**src/verilog/sdp_pkg.sv**
```systemverilog
package sdp_pkg;

  // ---------------------------------------------------------------
  // bus geometry
  // ---------------------------------------------------------------
  localparam int unsigned ADDR_W = 5;
  localparam int unsigned DATA_W = 32;

  // ---------------------------------------------------------------
  // register byte offsets
  // ---------------------------------------------------------------
  localparam logic [ADDR_W-1:0] OFS_CTRL      = 5'h00;
  localparam logic [ADDR_W-1:0] OFS_PITCH     = 5'h04;
  localparam logic [ADDR_W-1:0] OFS_ACT_PITCH = 5'h08;
  localparam logic [ADDR_W-1:0] OFS_STATUS    = 5'h0C;
  localparam logic [ADDR_W-1:0] OFS_IRQ_STAT  = 5'h10;
  localparam logic [ADDR_W-1:0] OFS_IRQ_MASK  = 5'h14;
  localparam logic [ADDR_W-1:0] OFS_AUTO      = 5'h18;
  localparam logic [ADDR_W-1:0] OFS_RESTART   = 5'h1C;

  // ---------------------------------------------------------------
  // fields
  // ---------------------------------------------------------------
  localparam int unsigned PITCH_W        = 23;
  localparam logic [PITCH_W-1:0] PITCH_MAX = 23'h640000;
  localparam logic [PITCH_W-1:0] PITCH_RST = 23'h000000;
  localparam int unsigned CTRL_DIR_BIT   = 0;
  localparam int unsigned RESTART_BIT    = 0;
  localparam int unsigned IRQ_W          = 4;
  localparam int unsigned IRQ_ALARM      = 0;
  localparam int unsigned IRQ_FWD_HIT    = 1;
  localparam int unsigned IRQ_REV_HIT    = 2;
  localparam int unsigned IRQ_REFUSED    = 3;
  localparam int unsigned ST_ALARM       = 0;
  localparam int unsigned ST_LINEAR      = 1;
  localparam int unsigned ST_CONVERTER   = 2;
  localparam int unsigned ST_WRITTEN     = 3;

  // ---------------------------------------------------------------
  // carriers
  // ---------------------------------------------------------------
  typedef struct packed {
    logic step;
    logic forward;
  } sdp_ref_type;

  typedef struct packed {
    logic phase_a;
    logic phase_b;
  } sdp_quad_type;

  typedef enum logic [1:0] {
    SDP_Q0,
    SDP_Q1,
    SDP_Q2,
    SDP_Q3
  } sdp_qstate_type;

endpackage

```
**src/verilog/sdp_quad_gen.sv**
```systemverilog
`timescale 1ns/10ps
module sdp_quad_gen
  import sdp_pkg::*;
(
  input  wire logic         core_clk_i,
  input  wire logic         resetn_i,
  input  wire sdp_ref_type  ref_i,
  output sdp_quad_type      quad_o
);

  sdp_qstate_type state_reg;
  sdp_qstate_type state_next;

  // ---------------------------------------------------------------
  // quadrature walk
  // ---------------------------------------------------------------
  // forward walks 00-01-11-10 in (a,b), so b rises first
  always_comb begin
    state_next = state_reg;
    if (ref_i.step) begin
      unique case (state_reg)
        SDP_Q0: state_next = ref_i.forward ? SDP_Q1 : SDP_Q3;
        SDP_Q1: state_next = ref_i.forward ? SDP_Q2 : SDP_Q0;
        SDP_Q2: state_next = ref_i.forward ? SDP_Q3 : SDP_Q1;
        SDP_Q3: state_next = ref_i.forward ? SDP_Q0 : SDP_Q2;
      endcase
    end
  end

  always_ff @(posedge core_clk_i or negedge resetn_i) begin
    if (!resetn_i) begin
      state_reg <= SDP_Q0;
    end else begin
      state_reg <= state_next;
    end
  end

  always_ff @(posedge core_clk_i or negedge resetn_i) begin
    if (!resetn_i) begin
      quad_o <= '0;
    end else begin
      unique case (state_next)
        SDP_Q0: quad_o <= '{phase_a: 1'b0, phase_b: 1'b0};
        SDP_Q1: quad_o <= '{phase_a: 1'b0, phase_b: 1'b1};
        SDP_Q2: quad_o <= '{phase_a: 1'b1, phase_b: 1'b1};
        SDP_Q3: quad_o <= '{phase_a: 1'b1, phase_b: 1'b0};
      endcase
    end
  end

endmodule // sdp_quad_gen

```
**src/verilog/sdp_top.sv**
```systemverilog
`timescale 1ns/10ps
module sdp_top
  import sdp_pkg::*;
#(
  parameter int unsigned PW = PITCH_W
)
(
  input  wire logic              core_clk_i,
  input  wire logic              resetn_i,
  input  wire logic [ADDR_W-1:0] avs_address_i,
  input  wire logic              avs_read_i,
  input  wire logic              avs_write_i,
  input  wire logic [DATA_W-1:0] avs_writedata_i,
  output logic      [DATA_W-1:0] avs_readdata_o,
  output logic                   avs_waitrequest_o,
  input  wire sdp_ref_type       ref_i,
  input  wire logic              forward_travel_inhibit_i,
  input  wire logic              reverse_travel_inhibit_i,
  input  wire logic              motor_linear_i,
  input  wire logic              converter_present_i,
  input  wire logic              enc_pitch_valid_i,
  input  wire logic [PW-1:0]     enc_pitch_i,
  output logic                   motor_step_o,
  output logic                   motor_ccw_o,
  output sdp_quad_type           divided_out_o,
  output logic                   drive_enable_o,
  output logic                   pitch_alarm_o,
  output logic      [PW-1:0]     pitch_o,
  output logic                   irq_o
);

  logic              dir_sel_reg;
  logic [PW-1:0]     pitch_pend_reg;
  logic [PW-1:0]     pitch_act_reg;
  logic [PW-1:0]     auto_pitch_reg;
  logic              pitch_written_reg;
  logic              linear_reg;
  logic              converter_reg;
  logic              alarm_reg;
  logic              restart_reg;
  logic [IRQ_W-1:0]  irq_stat_reg;
  logic [IRQ_W-1:0]  irq_mask_reg;
  logic [IRQ_W-1:0]  irq_set;
  logic [IRQ_W-1:0]  irq_clr;
  logic              wr_take;
  logic              rd_take;
  logic [DATA_W-1:0] rd_value;
  logic              pitch_ok;
  logic              alarm_next;
  logic              inhibit_hit;
  logic              step_ok;
  sdp_ref_type       quad_ref;

  // ---------------------------------------------------------------
  // bus decode
  // ---------------------------------------------------------------
  function automatic logic sel(input logic [ADDR_W-1:0] addr,
                               input logic [ADDR_W-1:0] ofs);
    sel = (addr == ofs);
  endfunction

  function automatic logic [DATA_W-1:0] pad(input logic [PW-1:0] v);
    pad = {{(DATA_W-PW){1'b0}}, v};
  endfunction

  // access completes at the edge where waitrequest is seen low
  assign wr_take = avs_write_i && !avs_waitrequest_o;
  assign rd_take = avs_read_i  && !avs_waitrequest_o;

  assign pitch_ok = (avs_writedata_i[DATA_W-1:PW] == '0) &&
                    (avs_writedata_i[PW-1:0] <= PITCH_MAX);

  always_comb begin
    rd_value = '0;
    if (sel(avs_address_i, OFS_CTRL)) begin
      rd_value[CTRL_DIR_BIT] = dir_sel_reg;
    end else if (sel(avs_address_i, OFS_PITCH)) begin
      rd_value = pad(pitch_pend_reg);
    end else if (sel(avs_address_i, OFS_ACT_PITCH)) begin
      rd_value = pad(pitch_o);
    end else if (sel(avs_address_i, OFS_STATUS)) begin
      rd_value[ST_ALARM]     = alarm_reg;
      rd_value[ST_LINEAR]    = linear_reg;
      rd_value[ST_CONVERTER] = converter_reg;
      rd_value[ST_WRITTEN]   = pitch_written_reg;
    end else if (sel(avs_address_i, OFS_IRQ_STAT)) begin
      rd_value[IRQ_W-1:0] = irq_stat_reg;
    end else if (sel(avs_address_i, OFS_IRQ_MASK)) begin
      rd_value[IRQ_W-1:0] = irq_mask_reg;
    end else if (sel(avs_address_i, OFS_AUTO)) begin
      rd_value = pad(auto_pitch_reg);
    end
  end

  // ---------------------------------------------------------------
  // avalon handshake
  // ---------------------------------------------------------------
  // one wait cycle lets read data settle before the master samples
  always_ff @(posedge core_clk_i or negedge resetn_i) begin
    if (!resetn_i) begin
      avs_waitrequest_o <= 1'b1;
    end else if (avs_waitrequest_o) begin
      avs_waitrequest_o <= !(avs_read_i || avs_write_i);
    end else begin
      avs_waitrequest_o <= 1'b1;
    end
  end

  always_ff @(posedge core_clk_i or negedge resetn_i) begin
    if (!resetn_i) begin
      avs_readdata_o <= '0;
    end else if (avs_read_i && avs_waitrequest_o) begin
      avs_readdata_o <= rd_value;
    end
  end

  // ---------------------------------------------------------------
  // software settings
  // ---------------------------------------------------------------
  always_ff @(posedge core_clk_i or negedge resetn_i) begin
    if (!resetn_i) begin
      dir_sel_reg <= 1'b0;
    end else if (wr_take && sel(avs_address_i, OFS_CTRL)) begin
      dir_sel_reg <= avs_writedata_i[CTRL_DIR_BIT];
    end
  end

  always_ff @(posedge core_clk_i or negedge resetn_i) begin
    if (!resetn_i) begin
      pitch_pend_reg <= PITCH_RST;
    end else if (wr_take && sel(avs_address_i, OFS_PITCH) && pitch_ok) begin
      pitch_pend_reg <= avs_writedata_i[PW-1:0];
    end
  end

  // survives a soft restart so the alarm can clear on the next one
  always_ff @(posedge core_clk_i or negedge resetn_i) begin
    if (!resetn_i) begin
      pitch_written_reg <= 1'b0;
    end else if (wr_take && sel(avs_address_i, OFS_PITCH) && pitch_ok &&
                 (avs_writedata_i[PW-1:0] != pitch_pend_reg)) begin
      pitch_written_reg <= 1'b1;
    end
  end

  // ---------------------------------------------------------------
  // restart capture
  // ---------------------------------------------------------------
  // pending after reset, so power-up behaves as the first restart
  always_ff @(posedge core_clk_i or negedge resetn_i) begin
    if (!resetn_i) begin
      restart_reg <= 1'b1;
    end else begin
      restart_reg <= wr_take && sel(avs_address_i, OFS_RESTART) &&
                     avs_writedata_i[RESTART_BIT];
    end
  end

  // straps are sampled on restart, never inside the reset branch
  always_ff @(posedge core_clk_i or negedge resetn_i) begin
    if (!resetn_i) begin
      linear_reg    <= 1'b0;
      converter_reg <= 1'b0;
    end else if (restart_reg) begin
      linear_reg    <= motor_linear_i;
      converter_reg <= converter_present_i;
    end
  end

  always_ff @(posedge core_clk_i or negedge resetn_i) begin
    if (!resetn_i) begin
      pitch_act_reg <= PITCH_RST;
    end else if (restart_reg) begin
      pitch_act_reg <= pitch_pend_reg;
    end
  end

  assign alarm_next = motor_linear_i && converter_present_i &&
                      !pitch_written_reg;

  always_ff @(posedge core_clk_i or negedge resetn_i) begin
    if (!resetn_i) begin
      alarm_reg <= 1'b0;
    end else if (restart_reg) begin
      alarm_reg <= alarm_next;
    end
  end

  always_ff @(posedge core_clk_i or negedge resetn_i) begin
    if (!resetn_i) begin
      auto_pitch_reg <= PITCH_RST;
    end else if (enc_pitch_valid_i && !converter_reg) begin
      auto_pitch_reg <= enc_pitch_i;
    end
  end

  always_ff @(posedge core_clk_i or negedge resetn_i) begin
    if (!resetn_i) begin
      pitch_o <= PITCH_RST;
    end else begin
      pitch_o <= converter_reg ? pitch_act_reg : auto_pitch_reg;
    end
  end

  // ---------------------------------------------------------------
  // motion path
  // ---------------------------------------------------------------
  // inhibit follows reference sense
  assign inhibit_hit = ref_i.step &&
                       (ref_i.forward ? forward_travel_inhibit_i
                                      : reverse_travel_inhibit_i);

  // no linear motion while pitch invalid
  assign step_ok = ref_i.step && !inhibit_hit && drive_enable_o;

  always_ff @(posedge core_clk_i or negedge resetn_i) begin
    if (!resetn_i) begin
      drive_enable_o <= 1'b0;
    end else begin
      drive_enable_o <= !(linear_reg && alarm_reg) && !restart_reg;
    end
  end

  always_ff @(posedge core_clk_i or negedge resetn_i) begin
    if (!resetn_i) begin
      pitch_alarm_o <= 1'b0;
    end else begin
      pitch_alarm_o <= alarm_reg;
    end
  end

  always_ff @(posedge core_clk_i or negedge resetn_i) begin
    if (!resetn_i) begin
      motor_step_o <= 1'b0;
      motor_ccw_o  <= 1'b0;
    end else begin
      motor_step_o <= step_ok;
      if (step_ok) begin
        motor_ccw_o <= ref_i.forward ^ dir_sel_reg;
      end
    end
  end

  // pulses follow the reference, not the select
  assign quad_ref = '{step: step_ok, forward: ref_i.forward};

  sdp_quad_gen u_quad (
    .core_clk_i (core_clk_i),
    .resetn_i   (resetn_i),
    .ref_i      (quad_ref),
    .quad_o     (divided_out_o)
  );

  // ---------------------------------------------------------------
  // interrupts
  // ---------------------------------------------------------------
  always_comb begin
    irq_set              = '0;
    irq_set[IRQ_ALARM]   = restart_reg && alarm_next;
    irq_set[IRQ_FWD_HIT] = inhibit_hit && ref_i.forward;
    irq_set[IRQ_REV_HIT] = inhibit_hit && !ref_i.forward;
    irq_set[IRQ_REFUSED] = wr_take && sel(avs_address_i, OFS_PITCH) &&
                           !pitch_ok;
  end

  assign irq_clr = (wr_take && sel(avs_address_i, OFS_IRQ_STAT)) ?
                   avs_writedata_i[IRQ_W-1:0] : '0;

  // a set in the clearing cycle wins
  always_ff @(posedge core_clk_i or negedge resetn_i) begin
    if (!resetn_i) begin
      irq_stat_reg <= '0;
    end else begin
      irq_stat_reg <= (irq_stat_reg & ~irq_clr) | irq_set;
    end
  end

  always_ff @(posedge core_clk_i or negedge resetn_i) begin
    if (!resetn_i) begin
      irq_mask_reg <= '0;
    end else if (wr_take && sel(avs_address_i, OFS_IRQ_MASK)) begin
      irq_mask_reg <= avs_writedata_i[IRQ_W-1:0];
    end
  end

  always_ff @(posedge core_clk_i or negedge resetn_i) begin
    if (!resetn_i) begin
      irq_o <= 1'b0;
    end else begin
      irq_o <= |(irq_stat_reg & irq_mask_reg);
    end
  end

endmodule // sdp_top
```
**config.mk**
```make
export PLATFORM = sky130hd
export DESIGN_NAME = sdp_top
export DESIGN_NICKNAME = d
export VERILOG_FILES = /design/src/verilog/sdp_pkg.sv /design/src/verilog/sdp_quad_gen.sv /design/src/verilog/sdp_top.sv
export SDC_FILE = /design/constraint.sdc
export NUM_CORES = 1
export LEC_CHECK = 0
export CORE_AREA = 4 4 130 132
export DETAILED_ROUTE_END_ITERATION = 12
export DIE_AREA = 0 0 134 136
export DONT_BUFFER_PORTS = 1
export PLACE_DENSITY = 0.57
export SETUP_SLACK_MARGIN = 0.15
export SLEW_MARGIN = 10
export SYNTH_ARGS = -nofsm -noshare
export SYNTH_HDL_FRONTEND = slang
export SYNTH_SLANG_ARGS = --single-unit
```
**constraint.sdc**
```tcl
create_clock -name core_clk_i -period 3.04 [get_ports core_clk_i]
set_input_delay 0.608 -clock core_clk_i [delete_from_list [all_inputs] [get_ports core_clk_i]]
set_output_delay 0.608 -clock core_clk_i [all_outputs]
set_load 0.01 [all_outputs]
```
Yosys cells after proc, flatten, opt, wreduce, memory -nomap -nowiden
Cells that the tools add are included.

Input port bits: 71. Output and inout port bits: 63. Logic and storage cells: 102. Bits in registers: 148.

Reductions and logical operators: 38. Multiplexer cells: 22. Bitwise gates (word level): 5. Magnitude comparators: 1. Equality and inequality tests: 14.

Operators with widths (number): $mux 32 (2); $mux 23 (2); $mux 19 (2); $mux 31 (1); $mux 28 (1); $le 23x23->1 const B (1); $logic_and 1x1->1 (23); $ne 23x23->1 (1); $eq 5x5->1 const B (4); $mux 4 (4); $pmux 2 s4 (2); $eq 5x4->1 const B (2); $mux 2 (5); $logic_not 1->1 (9); $logic_not 9->1 (1); $and 4x4->4 (2); $eq 2x2->1 const B (4); $eq 5x3->1 const B (1); $logic_not 5->1 (1); $eq 2x1->1 const B (2); $logic_not 2->1 (2); $not 4->4 (1); $or 4x4->4 (1); $reduce_or 4->1 (1); other kinds (3) (5).

Depth between registers and ports, before layout
Depth in word-level cells: 8. Depth in mapped cells: 9.

Modules after synthesis
Synthesis repeated with hierarchy kept, for this count alone.

Cells, all modules: 463. Area, all modules: 6120.9 um2.

By module, submodules not included: sdp_top (cells each 453, area an instance 5989.5 um2, sequential area each 3380.7 um2, times used 1); sdp_quad_gen (cells each 10, area an instance 131.4 um2, sequential area each 75.1 um2, times used 1).

Worst setup path before layout
Ideal clock, no wire load.

Path type: input -> register. Start: in ref_i[0] in the netlist's numbering. End: reg u_quad.quad_o[1] in the netlist's numbering. Library setup time: 0.071 ns. Data arrival time: 2.052 ns. Path buffers: 2. Path slack: 0.916 ns. Cell stages on the path: 9. Data required time: 2.969 ns. Path through: clkbuf_1 > mux2i_1 > and3_1 > clkbuf_1 > and2_1 > xor2_1 > inv_1 > ha_1 > nor2_1.

Longest elaborated chain between the ends: 8.

Ends and longest elaborated chain: start, declared (line sdp_top.sv:16) `input wire sdp_ref_type ref_i,`; $mux 1 (*) (line sdp_top.sv:210) `(ref_i.forward ? forward_travel_inhibit_i`; $logic_and 1x1->1 (*) (line sdp_top.sv:209) `assign inhibit_hit = ref_i.step &&`; $logic_not 1->1 (*) (line sdp_top.sv:214) `assign step_ok = ref_i.step && !inhibit_hit && drive_enable_o;`; $logic_and 1x1->1 (*) (2 in series) (line sdp_top.sv:214); via step_ok (line sdp_top.sv:51) `logic step_ok;`; $mux 2 (*) (line sdp_quad_gen.sv:20) `if (ref_i.step) begin`; via u_quad.state_next[1] (line sdp_quad_gen.sv:12) `sdp_qstate_type state_next;`; $eq 2x2->1 (tied with other cells) (line sdp_quad_gen.sv:42) `unique case (state_next)`; $pmux 2 s4 (*) (line sdp_quad_gen.sv:42); end signal, assigned (line sdp_quad_gen.sv:43) `SDP_Q0: quad_o <= '{phase_a: 1'b0, phase_b: 1'b0};`; end signal, assigned (line sdp_quad_gen.sv:44) `SDP_Q1: quad_o <= '{phase_a: 1'b0, phase_b: 1'b1};`; end signal, assigned (line sdp_quad_gen.sv:45) `SDP_Q2: quad_o <= '{phase_a: 1'b1, phase_b: 1'b1};`; end, declared (line sdp_quad_gen.sv:8) `output sdp_quad_type quad_o`.

The timed path passes the listed nets; every way through them passes the cells marked *. A chain may end at the register's enable or synchronous reset.

Final worst setup path
Start: in avs_writedata_i[14]. End: reg pitch_pend_reg[14].

Longest elaborated chain between the ends: 3.

Ends and longest elaborated chain: start, declared (line sdp_top.sv:13) `input wire logic [DATA_W-1:0] avs_writedata_i,`; $le 23x23->1 (line sdp_top.sv:71) `(avs_writedata_i[PW-1:0] <= PITCH_MAX);`; $logic_and 1x1->1 (line sdp_top.sv:70) `assign pitch_ok = (avs_writedata_i[DATA_W-1:PW] == '0) &&`; $logic_and 1x1->1 (line sdp_top.sv:131) `end else if (wr_take && sel(avs_address_i, OFS_PITCH) && pitch_ok) begin`; end signal, assigned (line sdp_top.sv:132) `pitch_pend_reg <= avs_writedata_i[PW-1:0];`; end, declared (line sdp_top.sv:33) `logic [PW-1:0] pitch_pend_reg;`.

Several ways; a longest one is shown, not always the timed one.

==> results.cfg <==
[sta]
slew_violations = 0
fmax_mhz = 466
clock_skew_ps = 11.1
finalSetupViolCount = 0
period_share_pct = 70.6
slew_headroom_pct = 49.1
worst-slew-pin-transition_ps = 764
rsz0062_at_grt = no
fin_hold_ws_ps = -110
fin_crit_ps = 2150
fin_ws_ps = 894
timing.final.hold_violations = 137
setup_tns_ps = 0

[routing]
drtAntennaViolNets = 0
drt-initial-drc-count = 217
totalWireLength_um = 15500
vias = 3796
drt-pass1-iter-count = 6
wl_per_cell_um = 22.3
drc = 0
viasPerCell = 5.48

[grt]
grt_usage_pct = 17.6
antenna_found_initial = 0
grt_max_degree = 140
grtUsageMet1_pct = 22.9
use_met2_pct = 27.4
grt_overflow = 0
met3_usage_pct = 6.99
grt_pass1_wl_um = 24000
grt_pass1_vias = 3979
grt.busiest_layer = met2

[setup_path]
path_class = in -> reg
cp.required_ps = 3340
cp.arrival_ps = 2440
path_max_fanout = 11
reg2reg_slack_ps = 1170
timing.rr.start = avs_waitrequest_o$_DFF_PN1_
rr_endpoint = pitch_pend_reg[14]$_DFFE_PN0P_
critPathLaunchType = input port
r2r_cells = 5
endpoint_kind = register

[layout]
fin_nets = 538
area_growth_pct = 12.7
multi_input_area_mm2 = 0.00251
fillers = 1433
n_antenna_cell = 0
drive_gt1_share_pct = 32.3
register_area_mm2 = 0.00348

[placed_design]
place_hpwl_um = 10800
post-place-ws_ps = 493
place_congestion = 0.847
port_buffers = 0

[synth]
syn_area_mm2 = 0.00616
synth-seq-area-share_pct = 56.5
synth_cell_types = 45
synth_warnings = 0
synth_ff_type = dfrtp_1
avgSynthCellArea_um2 = 13.3
ys_seq_elements = 139
syn_inst = 464
async_reset_ff_share_pct = 100
synth-edff-count = 0

[clock_tree]
post_cts_resized = 0
cts_tree = yes
clk_latency_ps = 420
clk_pin_slew_worst_paths_ps = 60
cts-buffers-inserted = 17
cts.sinks = 139
htreeDepth = 4
post-cts-setup-buffers = 0
cts.path.max_buffers = 2
clockRootBuffer = clkbuf_16

[status]
outcome = complete, but fails checks
violations = negative hold slack

[die]
rows = 46
design.die.area_mm2 = 0.0182
num_io_pins = 134
initial_core_util_pct = 39.2
core_area_mm2 = 0.0157
fp.dieW_um = 134
die_h_um = 136

[pwr]
power.internal_mw = 3.41
clkPwrFrac_pct = 45.5
pwr-share-seq_pct = 47.5
p_comb_share_pct = 7.0
switching_power_mw = 1.10
powerDensity_mw_per_mm2 = 650
p_sw_share_pct = 24.4
leakagePower_nw = 3.10
peakVddDrop_v = 0.000349

[min_path]
hold_class = in -> async

[flow_run]
cap_violations = 0
routing by layer:
| layer | vias to the layer above | routed length, um | part of all wire [%] |
|---|---|---|---|
| met5 | - | 0 | 0 |
| li1 | 1701 | - | - |
| met3 | 15 | 1320 | 8.5 |
| met4 | 0 | 222 | 1.4 |
| met2 | 137 | 7180 | 46 |
| met1 | 1943 | 6760 | 44 |
cells in the mapped netlist (9+ instances only):
library cell,number,area share [%]
clkbuf_1,14,0.85
xor2_1,18,2.6
nand2_1,35,2.1
dfrtp_1,137,56
buf_4,9,1.1
mux2_2,80,15
o21ai_0,21,1.7
nor4_1,11,1.1
xnor2_1,9,1.3
a222oi_1,22,3.6
mux2_4,19,4.6
worst max path at each step:
stage	start	end	slack (ps)	depth (start not counted)
after global routing	avs_writedata_i[14]	pitch_pend_reg[14]$_DFFE_PN0P_	840	6
after floorplan	ref_i[0]	u_quad.quad_o[1]$_DFF_PN0_	920	9
after CTS	avs_writedata_i[14]	pitch_pend_reg[2]$_DFFE_PN0P_	930	6
after detailed placement	avs_writedata_i[14]	pitch_pend_reg[2]$_DFFE_PN0P_	490	6
final	avs_writedata_i[14]	pitch_pend_reg[14]$_DFFE_PN0P_	890	6
after global placement	avs_writedata_i[14]	pitch_pend_reg[10]$_DFFE_PN0P_	510	6
worst max-delay path, cell delays in order:
cell	delay, ps
nor4_1	500
nand3_1	150
o21ai_1	290
nand4_4	330
buf_4	280
mux2_4	300
stage by stage:
| step | power [mW] | std cells | instance area [um^2] | utilization [%] |
|---|---|---|---|---|
| final | 4.51 | 693 | 6950 | 44.2 |
| after global routing | 4.70 | 693 | 6950 | 44.2 |
| after CTS | 4.57 | 693 | 6950 | 44.2 |
| after detailed placement | 2.50 | 661 | 6350 | 40.4 |
| after global placement | 2.48 | 661 | 6350 | 40.4 |
| after floorplan | 2.41 | 472 | 6190 | - |
placed cells by master (no fill, tap or decap), types with 4 or more instances in the layout:
cell,Yosys,layout
a21oi_1,8,8
a222oi_1,22,22
a22oi_1,5,5
a32o_1,4,4
buf_4,9,7
clkbuf_16,0,17
clkinv_4,0,4
clkinvlp_4,0,4
conb_1,1,9
dfrtp_1,137,137
inv_1,4,4
mux2_2,80,80
mux2_4,19,19
nand2_1,35,35
nand3_1,4,4
nor2_1,8,7
nor4_1,11,11
o21ai_0,21,21
xnor2_1,9,9
xor2_1,18,18
power by group through the flow:
stage               sequential [mW]  combinational, mW  clock, mW
floorplan                      2.13              0.278          0
global placement               2.17              0.305          0
detailed placement             2.18              0.319          0
CTS                            2.15              0.320       2.10
global route                   2.16              0.357       2.18
finish                         2.14              0.316       2.05
logic make-up after synthesis:
| logic type | count (synthesis) | share of synthesized area, % |
|---|---|---|
| adder cells (fa/ha/maj) | 3 | 0.609 |
| AND/OR/NAND/NOR | 81 | 6.93 |
| buffers and inverters | 39 | 3.33 |
| other | 1 | 0.0609 |
| XOR/XNOR | 27 | 3.84 |
| flip-flops | 139 | 56.5 |
| multiplexers | 102 | 19.9 |
| AO/OA/AOI/OAI | 72 | 8.79 |
cell type report:
cell class                      count  share of cell area, %
Tap cell                          216                   3.89
Inverter                            4                  0.216
Clock inverter                     13                   2.07
Clock buffer                       19                   6.52
Sequential cell                   139                   50.1
Timing Repair Buffer                8                   1.04
Multi-Input combinational cell    294                   36.1
(Power assumes the default switching activity.)
